===== config.mk =====
export PLATFORM = sky130hd
export DESIGN_NAME = ddc_dual_dac_control
export DESIGN_NICKNAME = d
export VERILOG_FILES = /design/src/ddc_pkg.sv /design/src/ddc_dual_dac_control.sv /design/src/ddc_channel.sv
export SDC_FILE = /design/constraint.sdc
export NUM_CORES = 1
export LEC_CHECK = 0
export ABC_AREA = 1
export BUFFER_PORTS_ARGS = -buffer_cell sky130_fd_sc_hd__buf_2
export CAP_MARGIN = 20
export CORE_MARGIN = 1
export CORE_UTILIZATION = 52
export CTS_CLUSTER_SIZE = 10
export DETAILED_ROUTE_END_ITERATION = 10
export PLACE_DENSITY = 0.77
export SLEW_MARGIN = 20
export SYNTH_ARGS = -nofsm -noshare
export SYNTH_HDL_FRONTEND = slang
export SYNTH_SLANG_ARGS = --single-unit
export TNS_END_PERCENT = 5

===== constraint.sdc =====
create_clock -name core_clk_in -period 2.3 [get_ports core_clk_in]
set_input_delay 0.46 -clock core_clk_in [delete_from_list [all_inputs] [get_ports core_clk_in]]
set_output_delay 0.46 -clock core_clk_in [all_outputs]
set_load 0.005 [all_outputs]

===== src/ddc_pkg.sv =====
// constants, offsets and reset values of the dual dac control block
package ddc_pkg;

  // ---------------------------------------------------------------
  // register indices, byte address is four times the index
  // ---------------------------------------------------------------
  localparam logic [15:0] DDC_IDX_VALUE_CH0 = 16'hFFF8;
  localparam logic [15:0] DDC_IDX_VALUE_CH1 = 16'hFFF9;
  localparam logic [15:0] DDC_IDX_CONTROL   = 16'hFFFA;
  localparam logic [15:0] DDC_IDX_STATUS    = 16'hFFFB;
  localparam int unsigned DDC_ADDR_W        = 18;

  // ---------------------------------------------------------------
  // reset values and field positions
  // ---------------------------------------------------------------
  localparam logic [7:0]  DDC_VALUE_RESET   = 8'h00;
  localparam logic [7:0]  DDC_CONTROL_RESET = 8'h1F;
  localparam logic [7:0]  DDC_RSVD_MASK     = 8'h1F;
  localparam int unsigned DDC_BIT_OUT_EN1   = 7;
  localparam int unsigned DDC_BIT_OUT_EN0   = 6;
  localparam int unsigned DDC_BIT_JOINT     = 5;

  // ---------------------------------------------------------------
  // conversion timing
  // ---------------------------------------------------------------
  localparam int unsigned DDC_CLK_PERIOD_NS = 10;
  localparam int unsigned DDC_CONV_TIME_NS  = 10000;
  localparam int unsigned DDC_CONV_CYCLES   =
    (DDC_CONV_TIME_NS / DDC_CLK_PERIOD_NS < 1) ? 1 : DDC_CONV_TIME_NS / DDC_CLK_PERIOD_NS;
  localparam int unsigned DDC_CNT_W         = 10;
  localparam logic [DDC_CNT_W-1:0] DDC_CNT_LOAD = DDC_CNT_W'(DDC_CONV_CYCLES - 1);
  localparam logic [DDC_CNT_W-1:0] DDC_CNT_ZERO = '0;

  typedef enum logic [1:0] {
    DDC_CH_IDLE    = 2'b00,
    DDC_CH_CONVERT = 2'b01,
    DDC_CH_HOLD    = 2'b10
  } ddc_ch_state_t;

endpackage


===== src/ddc_dual_dac_control.sv =====
// dual dac control: avalon register slave, enable decode and two channels
`timescale 1ns/10ps

// What this block does
// - two eight-bit value registers, cleared on reset/standby
// - control register resets to 1F, also on standby
// - control bits four to zero read one, ignore writes
// - bit seven enables channel one convert and drive
// - bit six enables channel zero convert and drive
// - bit five couples conversion of both channels
// - both output enables zero disables all conversion
// - pin drive follows only own output enable
// - value write restarts that channel's conversion on the next clock edge after the write
// - output holds level until rewrite or disable
// - cleared output enable releases the pin
module ddc_dual_dac_control
  import ddc_pkg::*;
(
  input  wire logic                            core_clk_in,
  input  wire logic                            resetn_in,
  input  wire logic                            standby_in,
  input  wire logic [ddc_pkg::DDC_ADDR_W-1:0]  avs_address_in,
  input  wire logic                            avs_read_in,
  input  wire logic                            avs_write_in,
  input  wire logic [3:0]                      avs_byteenable_in,
  input  wire logic [31:0]                     avs_writedata_in,
  output logic      [31:0]                     avs_readdata_out,
  output logic                                 avs_waitrequest_out,
  output logic      [7:0]                      analog_out_ch0_out,
  output logic                                 analog_out_ch0_oe_out,
  output logic      [7:0]                      analog_out_ch1_out,
  output logic                                 analog_out_ch1_oe_out,
  output logic      [1:0]                      conv_en_out,
  output logic      [1:0]                      settled_out
);
  import ddc_pkg::*;

  // ---------------------------------------------------------------
  // declarations
  // ---------------------------------------------------------------
  logic        ack_q, ack_d;
  logic [31:0] rdata_q, rdata_d;
  logic [7:0]  value_ch0_q, value_ch0_d;
  logic [7:0]  value_ch1_q, value_ch1_d;
  logic        out_en_ch1_q, out_en_ch1_d;
  logic        out_en_ch0_q, out_en_ch0_d;
  logic        joint_conv_enable_q, joint_conv_enable_d;
  logic [1:0]  conv_en_q, conv_en_d;
  logic [1:0]  drive_en_q, drive_en_d;
  logic [1:0]  restart_q, restart_d;
  logic        standby_q, standby_d;
  logic        req;
  logic        wr_now;
  logic [15:0] index;
  logic        addr_low_ok;
  logic        hit_v0;
  logic        hit_v1;
  logic        hit_ctl;
  logic        hit_sta;
  logic        lane0_wr;
  logic [7:0]  control_rd;
  logic [7:0]  status_rd;
  logic [1:0]  ch_settled;

  // ---------------------------------------------------------------
  // address decode
  // ---------------------------------------------------------------
  assign req         = avs_read_in | avs_write_in;
  assign index       = avs_address_in[DDC_ADDR_W-1:2];
  assign addr_low_ok = (avs_address_in[1:0] == 2'h0);
  assign hit_v0      = addr_low_ok && (index == DDC_IDX_VALUE_CH0);
  assign hit_v1      = addr_low_ok && (index == DDC_IDX_VALUE_CH1);
  assign hit_ctl     = addr_low_ok && (index == DDC_IDX_CONTROL);
  assign hit_sta     = addr_low_ok && (index == DDC_IDX_STATUS);
  assign wr_now      = avs_write_in && ack_q && !standby_q;
  assign lane0_wr    = wr_now && avs_byteenable_in[0];

  // reserved control bits always read as one
  assign control_rd  = {out_en_ch1_q, out_en_ch0_q, joint_conv_enable_q, 5'h1F};
  assign status_rd   = {2'h0, drive_en_q, conv_en_q, ch_settled};

  // ---------------------------------------------------------------
  // bus handshake: request taken, answered one cycle later
  // ---------------------------------------------------------------
  always_comb begin
    ack_d   = req && !ack_q;
    rdata_d = rdata_q;
    if (req && !ack_q) begin
      rdata_d = 32'h0000_0000;
      if (hit_v0) begin
        rdata_d = {24'h00_0000, value_ch0_q};
      end else if (hit_v1) begin
        rdata_d = {24'h00_0000, value_ch1_q};
      end else if (hit_ctl) begin
        rdata_d = {24'h00_0000, control_rd};
      end else if (hit_sta) begin
        rdata_d = {24'h00_0000, status_rd};
      end
    end
  end

  always_ff @(posedge core_clk_in or negedge resetn_in) begin
    if (!resetn_in) begin
      ack_q   <= 1'b0;
      rdata_q <= 32'h0000_0000;
    end else begin
      ack_q   <= ack_d;
      rdata_q <= rdata_d;
    end
  end

  assign avs_waitrequest_out = req && !ack_q;
  assign avs_readdata_out    = rdata_q;

  // ---------------------------------------------------------------
  // software registers
  // ---------------------------------------------------------------
  always_comb begin
    value_ch0_d         = value_ch0_q;
    value_ch1_d         = value_ch1_q;
    out_en_ch1_d        = out_en_ch1_q;
    out_en_ch0_d        = out_en_ch0_q;
    joint_conv_enable_d = joint_conv_enable_q;
    restart_d           = 2'h0;
    standby_d           = standby_in;
    if (standby_in) begin
      value_ch0_d         = DDC_VALUE_RESET;
      value_ch1_d         = DDC_VALUE_RESET;
      out_en_ch1_d        = DDC_CONTROL_RESET[DDC_BIT_OUT_EN1];
      out_en_ch0_d        = DDC_CONTROL_RESET[DDC_BIT_OUT_EN0];
      joint_conv_enable_d = DDC_CONTROL_RESET[DDC_BIT_JOINT];
    end else if (lane0_wr) begin
      if (hit_v0) begin
        value_ch0_d  = avs_writedata_in[7:0];
        restart_d[0] = 1'b1;
      end
      if (hit_v1) begin
        value_ch1_d  = avs_writedata_in[7:0];
        restart_d[1] = 1'b1;
      end
      if (hit_ctl) begin
        out_en_ch1_d        = avs_writedata_in[DDC_BIT_OUT_EN1];
        out_en_ch0_d        = avs_writedata_in[DDC_BIT_OUT_EN0];
        joint_conv_enable_d = avs_writedata_in[DDC_BIT_JOINT];
      end
    end
  end

  always_ff @(posedge core_clk_in or negedge resetn_in) begin
    if (!resetn_in) begin
      value_ch0_q         <= DDC_VALUE_RESET;
      value_ch1_q         <= DDC_VALUE_RESET;
      out_en_ch1_q        <= DDC_CONTROL_RESET[DDC_BIT_OUT_EN1];
      out_en_ch0_q        <= DDC_CONTROL_RESET[DDC_BIT_OUT_EN0];
      joint_conv_enable_q <= DDC_CONTROL_RESET[DDC_BIT_JOINT];
      restart_q           <= 2'h0;
      standby_q           <= 1'b0;
    end else begin
      value_ch0_q         <= value_ch0_d;
      value_ch1_q         <= value_ch1_d;
      out_en_ch1_q        <= out_en_ch1_d;
      out_en_ch0_q        <= out_en_ch0_d;
      joint_conv_enable_q <= joint_conv_enable_d;
      restart_q           <= restart_d;
      standby_q           <= standby_d;
    end
  end

  // ---------------------------------------------------------------
  // enable decode, registered one clock after the control register
  // ---------------------------------------------------------------
  always_comb begin
    drive_en_d = {out_en_ch1_q, out_en_ch0_q};
    if (!out_en_ch1_q && !out_en_ch0_q) begin
      conv_en_d = 2'h0;
    end else if (joint_conv_enable_q) begin
      conv_en_d = 2'h3;
    end else begin
      conv_en_d = {out_en_ch1_q, out_en_ch0_q};
    end
  end

  always_ff @(posedge core_clk_in or negedge resetn_in) begin
    if (!resetn_in) begin
      conv_en_q  <= 2'h0;
      drive_en_q <= 2'h0;
    end else begin
      conv_en_q  <= conv_en_d;
      drive_en_q <= drive_en_d;
    end
  end

  assign conv_en_out = conv_en_q;
  assign settled_out = ch_settled;

  // ---------------------------------------------------------------
  // channels
  // ---------------------------------------------------------------
  ddc_channel u_ch0 (
    .core_clk_in  (core_clk_in),
    .resetn_in    (resetn_in),
    .clear_in     (standby_q),
    .conv_en_in   (conv_en_q[0]),
    .restart_in   (restart_q[0]),
    .out_en_in    (drive_en_q[0]),
    .code_in      (value_ch0_q),
    .level_out    (analog_out_ch0_out),
    .level_oe_out (analog_out_ch0_oe_out),
    .settled_out  (ch_settled[0])
  );

  ddc_channel u_ch1 (
    .core_clk_in  (core_clk_in),
    .resetn_in    (resetn_in),
    .clear_in     (standby_q),
    .conv_en_in   (conv_en_q[1]),
    .restart_in   (restart_q[1]),
    .out_en_in    (drive_en_q[1]),
    .code_in      (value_ch1_q),
    .level_out    (analog_out_ch1_out),
    .level_oe_out (analog_out_ch1_oe_out),
    .settled_out  (ch_settled[1])
  );

endmodule // ddc_dual_dac_control


===== src/ddc_channel.sv =====
// one converter channel: conversion delay, held level and pin drive
`timescale 1ns/10ps
module ddc_channel
  import ddc_pkg::*;
(
  input  wire logic       core_clk_in,
  input  wire logic       resetn_in,
  input  wire logic       clear_in,
  input  wire logic       conv_en_in,
  input  wire logic       restart_in,
  input  wire logic       out_en_in,
  input  wire logic [7:0] code_in,
  output logic      [7:0] level_out,
  output logic            level_oe_out,
  output logic            settled_out
);
  import ddc_pkg::*;

  ddc_ch_state_t        state_q, state_d;
  logic [DDC_CNT_W-1:0] cnt_q, cnt_d;
  logic [7:0]           held_q, held_d;
  logic                 oe_q, oe_d;

  // ---------------------------------------------------------------
  // next state
  // ---------------------------------------------------------------
  always_comb begin
    state_d = state_q;
    cnt_d   = cnt_q;
    held_d  = held_q;
    oe_d    = out_en_in;
    if (clear_in || !conv_en_in) begin
      state_d = DDC_CH_IDLE;
      cnt_d   = DDC_CNT_ZERO;
      held_d  = DDC_VALUE_RESET;
      oe_d    = 1'b0;
    end else if (restart_in) begin
      state_d = DDC_CH_CONVERT;
      cnt_d   = DDC_CNT_LOAD;
    end else begin
      case (state_q)
        DDC_CH_IDLE: begin
          state_d = DDC_CH_CONVERT;
          cnt_d   = DDC_CNT_LOAD;
        end
        DDC_CH_CONVERT: begin
          if (cnt_q == DDC_CNT_ZERO) begin
            state_d = DDC_CH_HOLD;
            held_d  = code_in;
          end else begin
            cnt_d = cnt_q - 1'b1;
          end
        end
        DDC_CH_HOLD: begin
          held_d = held_q;
        end
        default: begin
          state_d = DDC_CH_IDLE;
        end
      endcase
    end
  end

  // ---------------------------------------------------------------
  // registers
  // ---------------------------------------------------------------
  always_ff @(posedge core_clk_in or negedge resetn_in) begin
    if (!resetn_in) begin
      state_q <= DDC_CH_IDLE;
      cnt_q   <= DDC_CNT_ZERO;
      held_q  <= DDC_VALUE_RESET;
      oe_q    <= 1'b0;
    end else begin
      state_q <= state_d;
      cnt_q   <= cnt_d;
      held_q  <= held_d;
      oe_q    <= oe_d;
    end
  end

  assign level_out    = held_q;
  assign level_oe_out = oe_q;
  assign settled_out  = (state_q == DDC_CH_HOLD);

endmodule // ddc_channel


### Yosys cells after proc, flatten, opt, wreduce, memory -nomap -nowiden

Cells that the tools add are included.

| storage, ports and cells | value |
|---|---|
| register bits | 101 |
| ROM bits | 0 |
| output and inout bits | 55 |
| word-level logic and storage cells | 130 |
| bits in writable memories | 0 |
| latch bits | 0 |
| bits of input ports | 59 |
| memories | 0 |

| operators by class | value |
|---|---|
| bitwise logic cells | 1 |
| equal/unequal tests | 16 |
| $mul | 0 |
| shift-type cells | 0 |
| div/mod/pow operators | 0 |
| multiplexer cells | 51 |
| $add $sub $neg | 2 |
| reduce and logical (&&, ||, !) cells | 41 |
| order comparisons | 0 |

Operators with widths:

| cell | count |
|---|---|
| $mux 8 | 16 |
| $eq 16x16->1 const B | 4 |
| $mux 10 | 6 |
| $pmux 10 s2 | 2 |
| $mux 32 | 1 |
| $logic_not 10->1 | 2 |
| $mux 2 | 10 |
| $sub 10x1->10 const B | 2 |
| $reduce_bool 2->1 | 8 |
| $reduce_and 2->1 | 7 |
| $mux 1 | 13 |
| $pmux 2 s3 | 2 |
| $logic_and 1x1->1 | 9 |
| $ne 4x2->1 const B | 2 |
| $ne 4x3->1 const B | 2 |
| $reduce_bool 4->1 | 2 |
| $logic_not 1->1 | 6 |
| $logic_not 2->1 | 3 |
| $mux 6 | 1 |
| $ne 3x3->1 const B | 2 |
| $reduce_and 3->1 | 2 |
| $eq 2x1->1 const B | 2 |
| $eq 2x2->1 const B | 2 |
| $ne 2x1->1 const B | 2 |
| 2 further kinds | 3 |

### Logic depth before layout (Yosys ltp)

Gate-level depths: netlist of the first run.

| logic depth | value |
|---|---|
| depth after elaboration | 6 |
| gate-level depth with buffers | 12 |
| gate-level depth less buffers | 11 |

### By module

A second synthesis of the first run with hierarchy kept.

| unflattened totals | value |
|---|---|
| cells, all modules | 553 |
| area total of the unflattened synthesis | 4,175.3 um2 |

Modules (own cells, without submodules):

| module | area each (um2) | seq. area each (um2) | times used | cells each |
|---|---|---|---|---|
| ddc_channel | 1,126.1 | 525.5 | 2 | 153 |
| ddc_dual_dac_control | 1,923.1 | 875.8 | 1 | 247 |

### Worst setup path before layout of the first run

Ideal clock, no wire load.

| timing | value |
|---|---|
| path type | flip-flop to flip-flop |
| start | register u_ch1.cnt_q[0] |
| end | register u_ch1.cnt_q[9] |
| required time | 2,184 ps |
| period minus slack after synthesis | 1,599 ps |
| slack | 701 ps |
| arrival time | 1,482 ps |
| cell stages (with the launch flop) | 13 |
| library setup time | 116 ps |
| buffers on the path | 1 |
| cell sequence | dfrtp_1 > inv_1 > ha_1 > nand2_2 > nor2_4 > nand2_2 > nor2_4 > buf_6 > nand3_2 > nand2_4 > inv_2 > nand2_1 > nand2_1 |

| on the way | value |
|---|---|
| cells in the longest elaborated chain, start to end | 5 |
| elaborated cells between the ends (all ways) | 8 |
| classes of those cells | add/sub (1); eq/ne (1); mux (4); reduce/logical (2) |

RTL lines:

| what | RTL line | source |
|---|---|---|
| start, declared | ddc_channel.sv:20 | `logic [DDC_CNT_W-1:0] cnt_q, cnt_d;` |
| start signal, assigned | ddc_channel.sv:75 | `cnt_q <= cnt_d;` |
| $sub 10x1->10 | ddc_channel.sv:51 | `cnt_d = cnt_q - 1'b1;` |
| $mux 10 | ddc_channel.sv:47 | `if (cnt_q == DDC_CNT_ZERO) begin` |
| $pmux 10 s2 | ddc_channel.sv:41 | `case (state_q)` |
| $mux 10 | ddc_channel.sv:37 | `end else if (restart_in) begin` |
| $mux 10 | ddc_channel.sv:32 | `if (clear_in \|\| !conv_en_in) begin` |

Several ways; a longest one is shown, not always the timed one. The select of a mux whose other input is x is not followed.
A chain may end at the register's enable or synchronous reset.

### Final worst setup path of the first run

| timing | value |
|---|---|
| start | register ack_q |
| end | output avs_waitrequest_out |

| on the way | value |
|---|---|
| cells in the longest elaborated chain, start to end | 2 |

RTL lines:

| what | RTL line | source |
|---|---|---|
| start, declared | ddc_dual_dac_control.sv:41 | `logic ack_q, ack_d;` |
| start signal, assigned | ddc_dual_dac_control.sv:107 | `ack_q <= ack_d;` |
| $logic_not 1->1 | ddc_dual_dac_control.sv:112 | `assign avs_waitrequest_out = req && !ack_q;` |
| $logic_and 1x1->1 | ddc_dual_dac_control.sv:112 |  |
| end, declared | ddc_dual_dac_control.sv:28 | `output logic avs_waitrequest_out,` |

No other way between the ends.

==> impl_metrics.sql, run 1 <==
INSERT INTO impl_metrics (metric_group, metric, value, unit) VALUES
('run_status', 'outcome', 'finished, final reports clean', ''),
('cells_and_area', 'layoutNonFillerInstCount', '703', ''),
('synth', 'yosysUniqueCellTypes', '31', ''),
('cts', 'cts_setup_buffers', '0', ''),
('synth', 'asyncSetResetFlopFracSynth', '100', '%'),
('global_route', 'first_global_vias', '3307', ''),
('synth', 'dominant_register_cell_in_the_synthesized_netlist', 'sky130_fd_sc_hd__dfrtp_1', ''),
('cts', 'insertion_delay', '360', 'ps'),
('die', 'area_of_the_die', '8160', 'um2'),
('place', 'detailed_placement_hpwl', '6.79', 'mm'),
('global_route', 'grt_start_max_net_pins', '24', ''),
('die', 'floorplan.rows', '31', ''),
('routing', 'drt_pass1_iterations', '4', ''),
('die', 'die-height', '90.3', 'um'),
('die', 'dieWidth', '90.3', 'um'),
('cts', 'ctsRootBufferMaster', 'sky130_fd_sc_hd__clkbuf_8', ''),
('sta', 'fmax', '522', 'MHz'),
('die', 'start_util', '54.8', '%'),
('sta', 'period_minus_slack', '1910', 'ps'),
('global_route', 'antenna_found_initial', '0', ''),
('sta', 'report.final.setup_viol', '0', ''),
('routing', 'detail_route.drc_violations', '0', ''),
('cts', 'clock_slew_at_reported_path_ffs', '90', 'ps'),
('die', 'top_level_ports', '114', ''),
('hold_path', 'hp-class', 'in -> async', ''),
('cts', 'h-tree-depth', '3', ''),
('worst_setup_path', 'critical_path_origin', 'ack_q', ''),
('worst_setup_path', 'critPathMaxFanout', '11', ''),
('pwr', 'design_power_total', '2.86', 'mW'),
('cts', 'clock_sink_count', '77', ''),
('pwr', 'power_leakage', '2.51', 'nW'),
('sta', 'worstMarginPinSlew', '652', 'ps'),
('sta', 'rsz_0062_raised_after_global_routing', 'false', ''),
('synth', 'netlist_area', '4060', 'um2'),
('synth', 'muxShareOfSynthArea', '0', '%'),
('worst_setup_path', 'critPathCaptureType', 'primary output', ''),
('cts', 'cts.hold.buffers_added', '0', ''),
('cells_and_area', 'drive_gt1_share', '17.1', '%'),
('worst_setup_path', 'timing.critical_path.from_type', 'flop', ''),
('synth', 'yosysWarningCount', '0', ''),
('pwr', 'vdd_ir_max', '0.287', 'mV'),
('sta', 'skew', '14.9', 'ps'),
('synth', 'synth-edff-count', '0', ''),
('place', 'place_worst_setup_slack', '437', 'ps'),
('cells_and_area', 'finalNetCount', '660', ''),
('synth', 'avgSynthCellArea', '7.62', 'um2'),
('routing', 'vias_per_cell', '5.01', ''),
('sta', 'fin_tns_setup', '0', 'ps'),
('sta', 'final_setup_slack_of_the_worst_path', '386', 'ps'),
('pwr', 'power.density_cell_area', '626', 'nW/um2'),
('place', 'gpl_wtd_cong', '0.882', ''),
('worst_setup_path', 'worstPathArrival', '1450', 'ps'),
('synth', 'ys_ff_latch', '77', ''),
('routing', 'routed_wire_length_per_instance', '12.6', 'um'),
('cts', 'cts_inserted_buffers', '9', ''),
('flow_run', 'drv_cap', '0', ''),
('cells_and_area', 'utilization', '61.7', '%'),
('global_route', 'grt_util_all_layers', '23.4', '%'),
('worst_setup_path', 'timing.rr.start', 'u_ch1.cnt_q[0]', ''),
('global_route', 'grt_first_pass_wirelength', '15.2', 'mm'),
('cells_and_area', 'antenna-diode-count', '0', ''),
('die', 'placeableCoreArea', '7410', 'um2'),
('synth', 'synth_fa_ha_area_share', '0.617', '%'),
('place', 'placedCellCount', '687', ''),
('cts', 'clock_tree.buffer_depth', '2', ''),
('synth', 'synth.top_cells.by_area', 'sky130_fd_sc_hd__dfrtp_1 48%, sky130_fd_sc_hd__nand2_1 16%, sky130_fd_sc_hd__nand3_1 7.4%, sky130_fd_sc_hd__buf_4 5.4%, sky130_fd_sc_hd__inv_1 4.6%', ''),
('synth', 'synth_top_cell_by_area', 'sky130_fd_sc_hd__dfrtp_1', ''),
('synth', 'synth_xor_area_share', '0.648', '%'),
('synth', 'seq_area_frac_synth', '47.5', '%'),
('cts', 'cts_tree', 'done', ''),
('sta', 'period_share', '83.2', '%');
## where the power goes
| part | leakage (nW) | switching, mW | total (mW) | internal, mW |
|---|---|---|---|---|
| Sequential | 1.06 | 0.0542 | 1.46 | 1.41 |
| Clock | 0.0844 | 0.524 | 0.925 | 0.401 |
| Combinational | 1.37 | 0.320 | 0.478 | 0.159 |
| Total | 2.51 | 0.898 | 2.86 | 1.97 |
## layout by cell type, fill, tap and decap left out, types with 3 or more instances in the layout
cell type / n
sky130_fd_sc_hd__nor2_2: 5
sky130_fd_sc_hd__buf_2: 62
sky130_fd_sc_hd__o21ai_1: 8
sky130_fd_sc_hd__nand3_1: 60
sky130_fd_sc_hd__a21oi_1: 5
sky130_fd_sc_hd__dfrtp_1: 77
sky130_fd_sc_hd__nand2_2: 3
sky130_fd_sc_hd__buf_4: 4
sky130_fd_sc_hd__nand2_1: 171
sky130_fd_sc_hd__nor2_1: 48
sky130_fd_sc_hd__nand4_1: 8
sky130_fd_sc_hd__nor3_2: 3
sky130_fd_sc_hd__nor3_1: 5
sky130_fd_sc_hd__clkbuf_8: 9
sky130_fd_sc_hd__o21ai_0: 35
sky130_fd_sc_hd__inv_1: 50
sky130_fd_sc_hd__conb_1: 24
## cell usage after synthesis, types with 3 or more instances
| master | n |
|---|---|
| sky130_fd_sc_hd__a21oi_1 | 5 |
| sky130_fd_sc_hd__o21ai_0 | 35 |
| sky130_fd_sc_hd__nor2_2 | 5 |
| sky130_fd_sc_hd__dfrtp_1 | 77 |
| sky130_fd_sc_hd__nand2_2 | 3 |
| sky130_fd_sc_hd__o21ai_1 | 8 |
| sky130_fd_sc_hd__nand4_1 | 8 |
| sky130_fd_sc_hd__nand2_1 | 171 |
| sky130_fd_sc_hd__inv_1 | 50 |
| sky130_fd_sc_hd__nor3_2 | 3 |
| sky130_fd_sc_hd__nand3_1 | 60 |
| sky130_fd_sc_hd__nor2_1 | 48 |
| sky130_fd_sc_hd__nor3_1 | 5 |
| sky130_fd_sc_hd__buf_4 | 29 |
## flip-flops by register name, indices dropped and copies added, names as in the netlist, 8 cells and up
| name | flops |
|---|---|
| value_ch0_q | 8 |
| avs_readdata_out | 8 |
| u_ch1.cnt_q | 10 |
| u_ch0.cnt_q | 10 |
| u_ch0.level_out | 8 |
| u_ch1.level_out | 8 |
| value_ch1_q | 8 |
## path summary, 6_finish.rpt
| kind | end | slack [ps] | cells after the start |
|---|---|---|---|
| setup / recovery | avs_waitrequest_out | 390 | 2 |
| setup reg to reg | u_ch1.cnt_q[7] | 440 | 12 |
| min in group core_clk_in | standby_q | 300 | 1 |
| max in group asynchronous | conv_en_out[0] | 1510 | 3 |
| hold / removal | u_ch0.level_out[6] | 80 | 1 |
| hold reg to reg | drive_en_q[0] | 440 | 0 |
## per-layer routing
metal	GRT usage, %	part of all wire, %	vias to the layer above
met1	30.3	46	1617
met5	0	0	-
met2	39.2	48	98
met3	3.37	4.5	17
li1	-	-	1789
met4	9.95	1.9	0
## cells by family (layout without fill, tap and decap cells)
| family | count (synthesis) | count (layout) |
|---|---|---|
| other | 1 | 24 |
| DFF | 77 | 77 |
| and+or+nand+nor | 311 | 311 |
| AOI/OAI and AO/OA | 51 | 51 |
| xor gates and xnor gates | 3 | 3 |
| buffers and inverters | 87 | 136 |
| adders and majority gates | 2 | 2 |
## metrics by stage
step,area (um2),hold slack [ps]
finish,4570,76.1
global route,4570,112
CTS,4570,89.4
detailed placement,4400,415
global placement,4400,424
floorplan,4140,164
## area by class of cell
cell class                 count  area [um2]
fill                         695        2840
clock buffer                  10         128
tap                           99         124
multi-input combinational    391        1770
timing repair buffer          68         380
inverter                      52         195
clock inverter                 6        48.8
sequential                    77        1930
## critical path, cell delays in order (launching register included)
cell and delay, ps:
sky130_fd_sc_hd__dfrtp_1 390, sky130_fd_sc_hd__nor2_1 480, sky130_fd_sc_hd__buf_2 220
(Power assumes the default switching activity.)
==> run 2, diff against run 1 <==
Settings changed: ABC_AREA 1 to 0, CORE_UTILIZATION 52 to 48, PLACE_DENSITY 0.77 to 0.74.
Clock period 2.3 ns to 1.6 ns, I/O delays scaled along.
==> run 2 against run 1 <==
The flow now finishes with violations (negative setup slack). Critical path depth increased by 3. Area after synthesis up 3.5%. First-iteration DRC count increased by 14%. Sequential share of layout area decreased by 7.4 points. Critical path type is now reg -> reg. Critical endpoint is now u_ch1.cnt_q[7]. Largest cell class is now multi-input combinational cells.
==> impl_metrics.sql, run 2 <==
INSERT INTO impl_metrics (metric_group, metric, value, unit) VALUES
('place', 'detailed_placement_hpwl', '7.31', 'mm'),
('synth', 'dominant_register_cell_in_the_synthesized_netlist', 'sky130_fd_sc_hd__dfrtp_1', ''),
('cts', 'clock_slew_at_reported_path_ffs', '90', 'ps'),
('synth', 'synth-edff-count', '0', ''),
('worst_setup_path', 'timing.critical_path.from_type', 'flop', ''),
('synth', 'synth_top_cell_by_area', 'sky130_fd_sc_hd__dfrtp_1', ''),
('worst_setup_path', 'critPathCaptureType', 'flop', ''),
('cells_and_area', 'drive_gt1_share', '43.5', '%'),
('routing', 'wl', '10.5', 'mm'),
('pwr', 'vdd_ir_max', '0.484', 'mV'),
('synth', 'synth_common_cells', '77 x sky130_fd_sc_hd__dfrtp_1, 28 x sky130_fd_sc_hd__buf_4, 27 x sky130_fd_sc_hd__nand2_1', ''),
('cells_and_area', 'most_common_library_cell_in_the_layout_ignoring_fill_and_taps', 'sky130_fd_sc_hd__dfrtp_1', ''),
('place', 'io_buffer_count', '62', ''),
('worst_setup_path', 'critPathMaxFanout', '4', ''),
('flow_run', 'drv_cap', '0', ''),
('cells_and_area', 'finalNetCount', '582', ''),
('routing', 'vias', '3627', ''),
('synth', 'area_share_of_and_or_nand_nor_cells_after_synthesis', '19.7', '%'),
('cts', 'clock_tree.buffer_depth', '2', ''),
('global_route', 'grt_remaining_overflow', '0', ''),
('routing', 'detail_route.drc_violations', '0', ''),
('pwr', 'clock_power_share', '41.8', '%'),
('cells_and_area', 'synthToLayoutAreaGrowth', '32.4', '%'),
('cts', 'cts_inserted_buffers', '9', ''),
('pwr', 'comb_power_share', '6.1', '%'),
('sta', 'final_setup_slack_of_the_worst_path', '-122', 'ps'),
('synth', 'synth_fa_ha_area_share', '0.596', '%'),
('place', 'gpl_wtd_cong', '0.877', ''),
('pwr', 'design_power_total', '3.74', 'mW'),
('synth', 'yosys.area.top_type_share', '45.9', '%'),
('sta', 'timing.hold.ws', '230', 'ps'),
('sta', 'skew', '11.8', 'ps'),
('cts', 'ctsRootBufferMaster', 'sky130_fd_sc_hd__clkbuf_8', ''),
('routing', 'drt_iter0_drc', '175', ''),
('cts', 'cts_tree', 'done', ''),
('run_status', 'outcome', 'finished with violations', ''),
('pwr', 'power.sequential.fraction', '52.1', '%'),
('pwr', 'power.density_cell_area', '673', 'nW/um2'),
('routing', 'routed_wire_length_per_instance', '16.7', 'um'),
('global_route', 'antenna_found_initial', '0', ''),
('synth', 'avgSynthCellArea', '10.6', 'um2'),
('pwr', 'p_sw_share', '25.4', '%'),
('global_route', 'first_global_vias', '3486', ''),
('worst_setup_path', 'worstPathArrival', '1970', 'ps'),
('die', 'top_level_ports', '114', ''),
('worst_setup_path', 'crit_path_kind', 'reg -> reg', ''),
('cells_and_area', 'layout_common_cells', '72 x sky130_fd_sc_hd__dfrtp_1, 70 x sky130_fd_sc_hd__buf_4, 61 x sky130_fd_sc_hd__buf_2', ''),
('die', 'area_of_the_die', '9130', 'um2'),
('pwr', 'power_report.internal_total', '2.79', 'mW'),
('hold_path', 'hp-class', 'in -> reg', ''),
('cells_and_area', 'antenna-diode-count', '0', ''),
('synth', 'muxShareOfSynthArea', '4.83', '%'),
('die', 'placeableCoreArea', '8340', 'um2'),
('synth', 'yosysWarningCount', '0', ''),
('synth', 'syn-instance-count', '397', ''),
('die', 'dieWidth', '95.5', 'um'),
('die', 'floorplan.rows', '33', ''),
('sta', 'fmax', '581', 'MHz'),
('synth', 'ys_ff_latch', '77', ''),
('synth', 'synth_top_family_by_area', 'compound AO/OA/AOI/OAI gates', ''),
('worst_setup_path', 'crit_path_max_incr_delay', '430', 'ps'),
('sta', 'report.final.setup_viol', '31', ''),
('synth', 'synth_compound_gate_area_share', '19.7', '%'),
('place', 'postPlaceCellArea', '4950', 'um2'),
('cts', 'h-tree-depth', '3', ''),
('die', 'die-height', '95.5', 'um'),
('synth', 'seq_area_frac_synth', '45.9', '%'),
('die', 'start_util', '50.4', '%'),
('cts', 'insertion_delay', '360', 'ps'),
('synth', 'synth_xor_area_share', '0', '%'),
('routing', 'vias_per_cell', '5.75', ''),
('worst_setup_path', 'critical_path_required', '1850', 'ps'),
('run_status', 'violations', 'negative setup slack', ''),
('cells_and_area', 'largest_registers', 'u_ch0.cnt_q x10, u_ch1.cnt_q x10', ''),
('place', 'place_worst_setup_slack', '-218', 'ps'),
('global_route', 'grt_util_all_layers', '24.5', '%'),
('pwr', 'power_leakage', '2.69', 'nW'),
('worst_setup_path', 'critical_path_cell_by_cell', 'or3_4, buf_4, nor4_2, a311oi_1, a311oi_1', ''),
('synth', 'yosysUniqueCellTypes', '68', ''),
('synth', 'most_instantiated_library_cell_after_synthesis', 'sky130_fd_sc_hd__dfrtp_1', ''),
('global_route', 'grt_start_max_net_pins', '78', ''),
('routing', 'drt_pass1_iterations', '4', ''),
('pwr', 'p_switching', '951', 'uW'),
('synth', 'synth.top_cells.by_area', 'sky130_fd_sc_hd__dfrtp_1 46%, sky130_fd_sc_hd__buf_4 5.0%, sky130_fd_sc_hd__mux2i_1 4.3%, sky130_fd_sc_hd__a22o_1 3.3%, sky130_fd_sc_hd__o31ai_1 2.9%', ''),
('sta', 'rsz_0062_raised_after_global_routing', 'true', ''),
('sta', 'final_max_slew_viol_count', '0', ''),
('sta', 'timing.final.hold_violations', '0', ''),
('sta', 'period_share', '108', '%'),
('cts', 'clock_sink_count', '77', ''),
('cells_and_area', 'fin_area', '5560', 'um2'),
('worst_setup_path', 'critPathMostFrequentCell', 'sky130_fd_sc_hd__a311oi_1', ''),
('synth', 'asyncSetResetFlopFracSynth', '100', '%'),
('sta', 'period_minus_slack', '1720', 'ps'),
('routing', 'ant_nets', '0', ''),
('global_route', 'grt_first_pass_wirelength', '16.9', 'mm'),
('worst_setup_path', 'worst_path_max_delay_cell', 'sky130_fd_sc_hd__or3_4', ''),
('synth', 'netlist_area', '4200', 'um2');
==> run 2: final cells by class <==
type | count | area, um2
Clock buffer | 9 | 124
Sequential cell | 77 | 1930
Inverter | 14 | 52.6
Tap cell | 105 | 131
Clock inverter | 7 | 87.6
Multi-Input combinational cell | 279 | 2280
Fill cell | 635 | 2780
Timing Repair Buffer | 140 | 948
==> run 2: worst max-delay path: cells and delay by family, from the launching register on <==
family,cells,cell delay [ps]
and+or+nand+nor,2,680
DFF,1,420
buffers and inverters,1,150
AOI/OAI and AO/OA,2,370
==> run 2: worst paths after layout <==
path	startpoint	endpoint	slack [ps]	cells past startpoint
setup / recovery	u_ch1.cnt_q[4]	u_ch1.cnt_q[7]	-120	5
hold / removal	avs_writedata_in[2]	value_ch0_q[2]	230	3
setup reg to reg	u_ch1.cnt_q[4]	u_ch1.cnt_q[7]	-120	5
hold reg to reg	avs_readdata_out[2]	avs_readdata_out[2]	490	2
max in group asynchronous	resetn_in	u_ch1.cnt_q[5]	740	3
min in group asynchronous	resetn_in	value_ch0_q[1]	510	3
==> run 2: metal layers <==
layer  share of wire (%)  wire length, um  vias to the layer above  GRT usage, %
met5                   0                0                        -             0
met4                 2.2              231                        0          10.9
met3                 4.4              467                       22          2.87
met2                  50             5320                      138          40.8
met1                  43             4520                     1782          32.1
li1                    -                -                     1685             -
==> run 2: timing repair <==
item                                    CTS  global route
setup buffers                             2             5
gates resized for setup                  42            28
hold endpoints to repair                 57             0
hold buffers                              1             0
pin swaps                                10            13
endpoints found under the setup margin   48            49
==> run 2: kinds of logic after synthesis <==
family                   Yosys count
AND/OR/NAND/NOR                  130
AO/OA/AOI/OAI                    104
multiplexers                      19
flip-flops                        77
adder cells (fa/ha/maj)            2
buffers and inverters             64
other                              1
==> run 2: through the flow <==
step                      instances  utilization (%)  TNS (ps)
final                           631             66.7     -1670
after floorplan                 420                -     -1500
after CTS                       626             64.4     -1140
after global placement          607             59.3     -6170
after detailed placement        607             59.3     -7980
after global routing            631             66.7     -3810
==> run 2: power by group through the flow <==
stage / sequential [mW] / combinational [mW] / clock [mW]
after floorplan: 1.99 / 0.129 / 0
after global placement: 1.99 / 0.214 / 0
after detailed placement: 1.99 / 0.219 / 0
after CTS: 1.95 / 0.227 / 1.60
after global routing: 1.95 / 0.257 / 1.66
final: 1.95 / 0.228 / 1.56
==> run 3, diff against run 2 <==
Settings changed: CELL_PAD_IN_SITES_DETAIL_PLACEMENT set to 0, CELL_PAD_IN_SITES_GLOBAL_PLACEMENT set to 2, CORE_UTILIZATION 48 to 30.
==> run 3 against run 2 <==
The flow finishes with violations (negative hold slack, negative setup slack). Hold slack worse by 270 ps. Highest routed layer unchanged. Critical path type unchanged. Fmax is 1.9% lower. Wire length rose by 8.3%.
==> impl_metrics.sql, run 3 (synthesized netlist as in run 2, its figures left out) <==
INSERT INTO impl_metrics (metric_group, metric, value, unit) VALUES
('cells_and_area', 'finalNetCount', '582', ''),
('routing', 'met1Wirelength', '5.02', 'mm'),
('cells_and_area', 'area.sequential', '1930', 'um2'),
('routing', 'highest_layer', 'met4', ''),
('sta', 'final_max_slew_viol_count', '0', ''),
('place', 'place_worst_setup_slack', '-254', 'ps'),
('worst_setup_path', 'critical_path_cell_by_cell', 'inv_2, ha_4, or3b_4, buf_4, nor3_1, o221ai_2, o221ai_2', ''),
('worst_setup_path', 'worst_path_max_delay_cell', 'sky130_fd_sc_hd__dfrtp_1', ''),
('cells_and_area', 'utilization', '42.6', '%'),
('global_route', 'first_global_vias', '3586', ''),
('cells_and_area', 'synthToLayoutAreaGrowth', '36.3', '%'),
('place', 'io_buffer_count', '62', ''),
('cts', 'clock_slew_at_reported_path_ffs', '70', 'ps'),
('sta', 'fmax', '570', 'MHz'),
('global_route', 'grt_first_pass_wirelength', '18.5', 'mm'),
('sta', 'timing.final.hold_violations', '7', ''),
('routing', 'vias', '3514', ''),
('pwr', 'design_power_total', '4.59', 'mW'),
('cts', 'clock_tree.buffer_depth', '2', ''),
('worst_setup_path', 'worstPathArrival', '2030', 'ps'),
('cts', 'cts_tree', 'done', ''),
('place', 'gpl_wtd_cong', '0.797', ''),
('global_route', 'grt_start_max_net_pins', '78', ''),
('run_status', 'violations', 'negative hold slack, negative setup slack', ''),
('cells_and_area', 'fillCellCount', '1353', ''),
('cells_and_area', 'antenna-diode-count', '0', ''),
('sta', 'skew', '9.14', 'ps'),
('die', 'die-height', '120', 'um'),
('worst_setup_path', 'critical_path_required', '1880', 'ps'),
('cts', 'insertion_delay', '350', 'ps'),
('routing', 'ant_nets', '0', ''),
('cells_and_area', 'most_common_library_cell_in_the_layout_ignoring_fill_and_taps', 'sky130_fd_sc_hd__dfrtp_1', ''),
('routing', 'route.met3.wl', '448', 'um'),
('sta', 'final_setup_slack_of_the_worst_path', '-155', 'ps'),
('worst_setup_path', 'crit_path_max_incr_delay', '420', 'ps'),
('cells_and_area', 'layout_common_cells', '77 x sky130_fd_sc_hd__dfrtp_1, 66 x sky130_fd_sc_hd__buf_4, 59 x sky130_fd_sc_hd__buf_2', ''),
('pwr', 'vdd_ir_max', '0.570', 'mV'),
('cts', 'cts.hold.buffers_added', '0', ''),
('routing', 'routed_wire_length_per_instance', '16.3', 'um'),
('cts', 'clock_sink_count', '77', ''),
('cts', 'ctsRootBufferMaster', 'sky130_fd_sc_hd__clkbuf_16', ''),
('sta', 'period_share', '110', '%'),
('die', 'placeableCoreArea', '13500', 'um2'),
('die', 'top_level_ports', '114', ''),
('worst_setup_path', 'timing.critical_path.from_type', 'flop', ''),
('routing', 'vias_per_cell', '5.01', ''),
('place', 'detailed_placement_hpwl', '8.26', 'mm'),
('routing', 'detail_route.drc_violations', '0', ''),
('die', 'floorplan.rows', '42', ''),
('die', 'start_util', '31.2', '%'),
('die', 'area_of_the_die', '14500', 'um2'),
('sta', 'timing.hold.ws', '-37.4', 'ps'),
('hold_path', 'hp-class', 'in -> async', ''),
('routing', 'met2WireLength', '5.81', 'mm'),
('sta', 'report.final.setup_viol', '28', ''),
('cells_and_area', 'largest_registers', 'u_ch0.cnt_q x10, u_ch1.cnt_q x10', ''),
('run_status', 'outcome', 'finished with violations', ''),
('die', 'dieWidth', '120', 'um'),
('pwr', 'power_leakage', '2.73', 'nW'),
('routing', 'drt_pass1_iterations', '4', ''),
('cells_and_area', 'drive_gt1_share', '41.6', '%'),
('routing', 'drt_iter0_drc', '143', ''),
('pwr', 'power.density_cell_area', '803', 'nW/um2'),
('worst_setup_path', 'critPathCaptureType', 'flop', ''),
('sta', 'period_minus_slack', '1750', 'ps'),
('global_route', 'grt_remaining_overflow', '0', ''),
('cts', 'h-tree-depth', '3', ''),
('worst_setup_path', 'crit_path_kind', 'reg -> reg', ''),
('worst_setup_path', 'critPathMaxFanout', '4', ''),
('routing', 'wl', '11.4', 'mm'),
('cts', 'cts_inserted_buffers', '9', ''),
('global_route', 'antenna_found_initial', '0', ''),
('cells_and_area', 'multi_input_gate_area', '2190', 'um2'),
('worst_setup_path', 'setup.reg_to_reg.worst_slack', '-150', 'ps'),
('worst_setup_path', 'path_delay_family', 'simple AND/OR/NAND/NOR gates', ''),
('sta', 'rsz_0062_raised_after_global_routing', 'true', ''),
('flow_run', 'drv_cap', '0', ''),
('worst_setup_path', 'critPathMostFrequentCell', 'sky130_fd_sc_hd__o221ai_2', ''),
('worst_setup_path', 'timing.critical_path.buf_inv', '2', ''),
('sta', 'fin_tns_setup', '-2690', 'ps'),
('global_route', 'grt_util_all_layers', '16.5', '%');
==> run 3: cell types whose count changed in the layout (fill, tap and decap cells not counted), sizes merged <==
cell         before  now
dlygate4sd3       1    0
clkinvlp          2    3
inv              18   15
bufinv            1    3
buf             139  140
==> run 3: layout make-up <==
cell class | count | share of cell area (%)
well taps | 176 | 3.85
flip-flops and latches | 77 | 33.7
repair buffers | 140 | 17.3
clock inverters | 7 | 2.12
multi-input cells | 279 | 38.2
inverters | 14 | 0.918
clock buffers | 9 | 3.93
==> run 3: path summary, 6_finish.rpt <==
path / cells past startpoint / startpoint / to
max reg2reg: 7 / u_ch0.cnt_q[0] / u_ch0.cnt_q[8]
max: 7 / u_ch0.cnt_q[0] / u_ch0.cnt_q[8]
min: 2 / resetn_in / u_ch0.cnt_q[7]
max in group asynchronous: 2 / resetn_in / u_ch0.level_out[2]
min in group core_clk_in: 3 / avs_writedata_in[3] / value_ch1_q[3]
min reg2reg: 2 / avs_readdata_out[5] / avs_readdata_out[5]
==> run 3: report_power, final <==
group          switching [mW]  internal, mW
registers             0.00418          1.95
clock network           0.870          1.53
logic                   0.151        0.0895
total                    1.03          3.57
==> run 3: per-layer routing <==
layer	up-vias	GRT usage, %
met4	0	5.09
met2	73	28.4
met5	-	0
li1	1690	-
met1	1740	20.4
met3	11	3.92
==> run 3: timing repair <==
action                     CTS  global route
gates resized for setup     32            30
pin swaps                    4            19
setup buffers                2             1
setup endpoints to repair   41            48
==> run 3: stage by stage <==
step / hold slack, ps / area (um2) / instances
CTS: 0.477 / 5580 / 702
global placement: 372 / 5100 / 684
floorplan: 24.4 / 4290 / 420
finish: -37.4 / 5720 / 702
global route: 3.77 / 5720 / 702
detailed placement: 375 / 5100 / 684
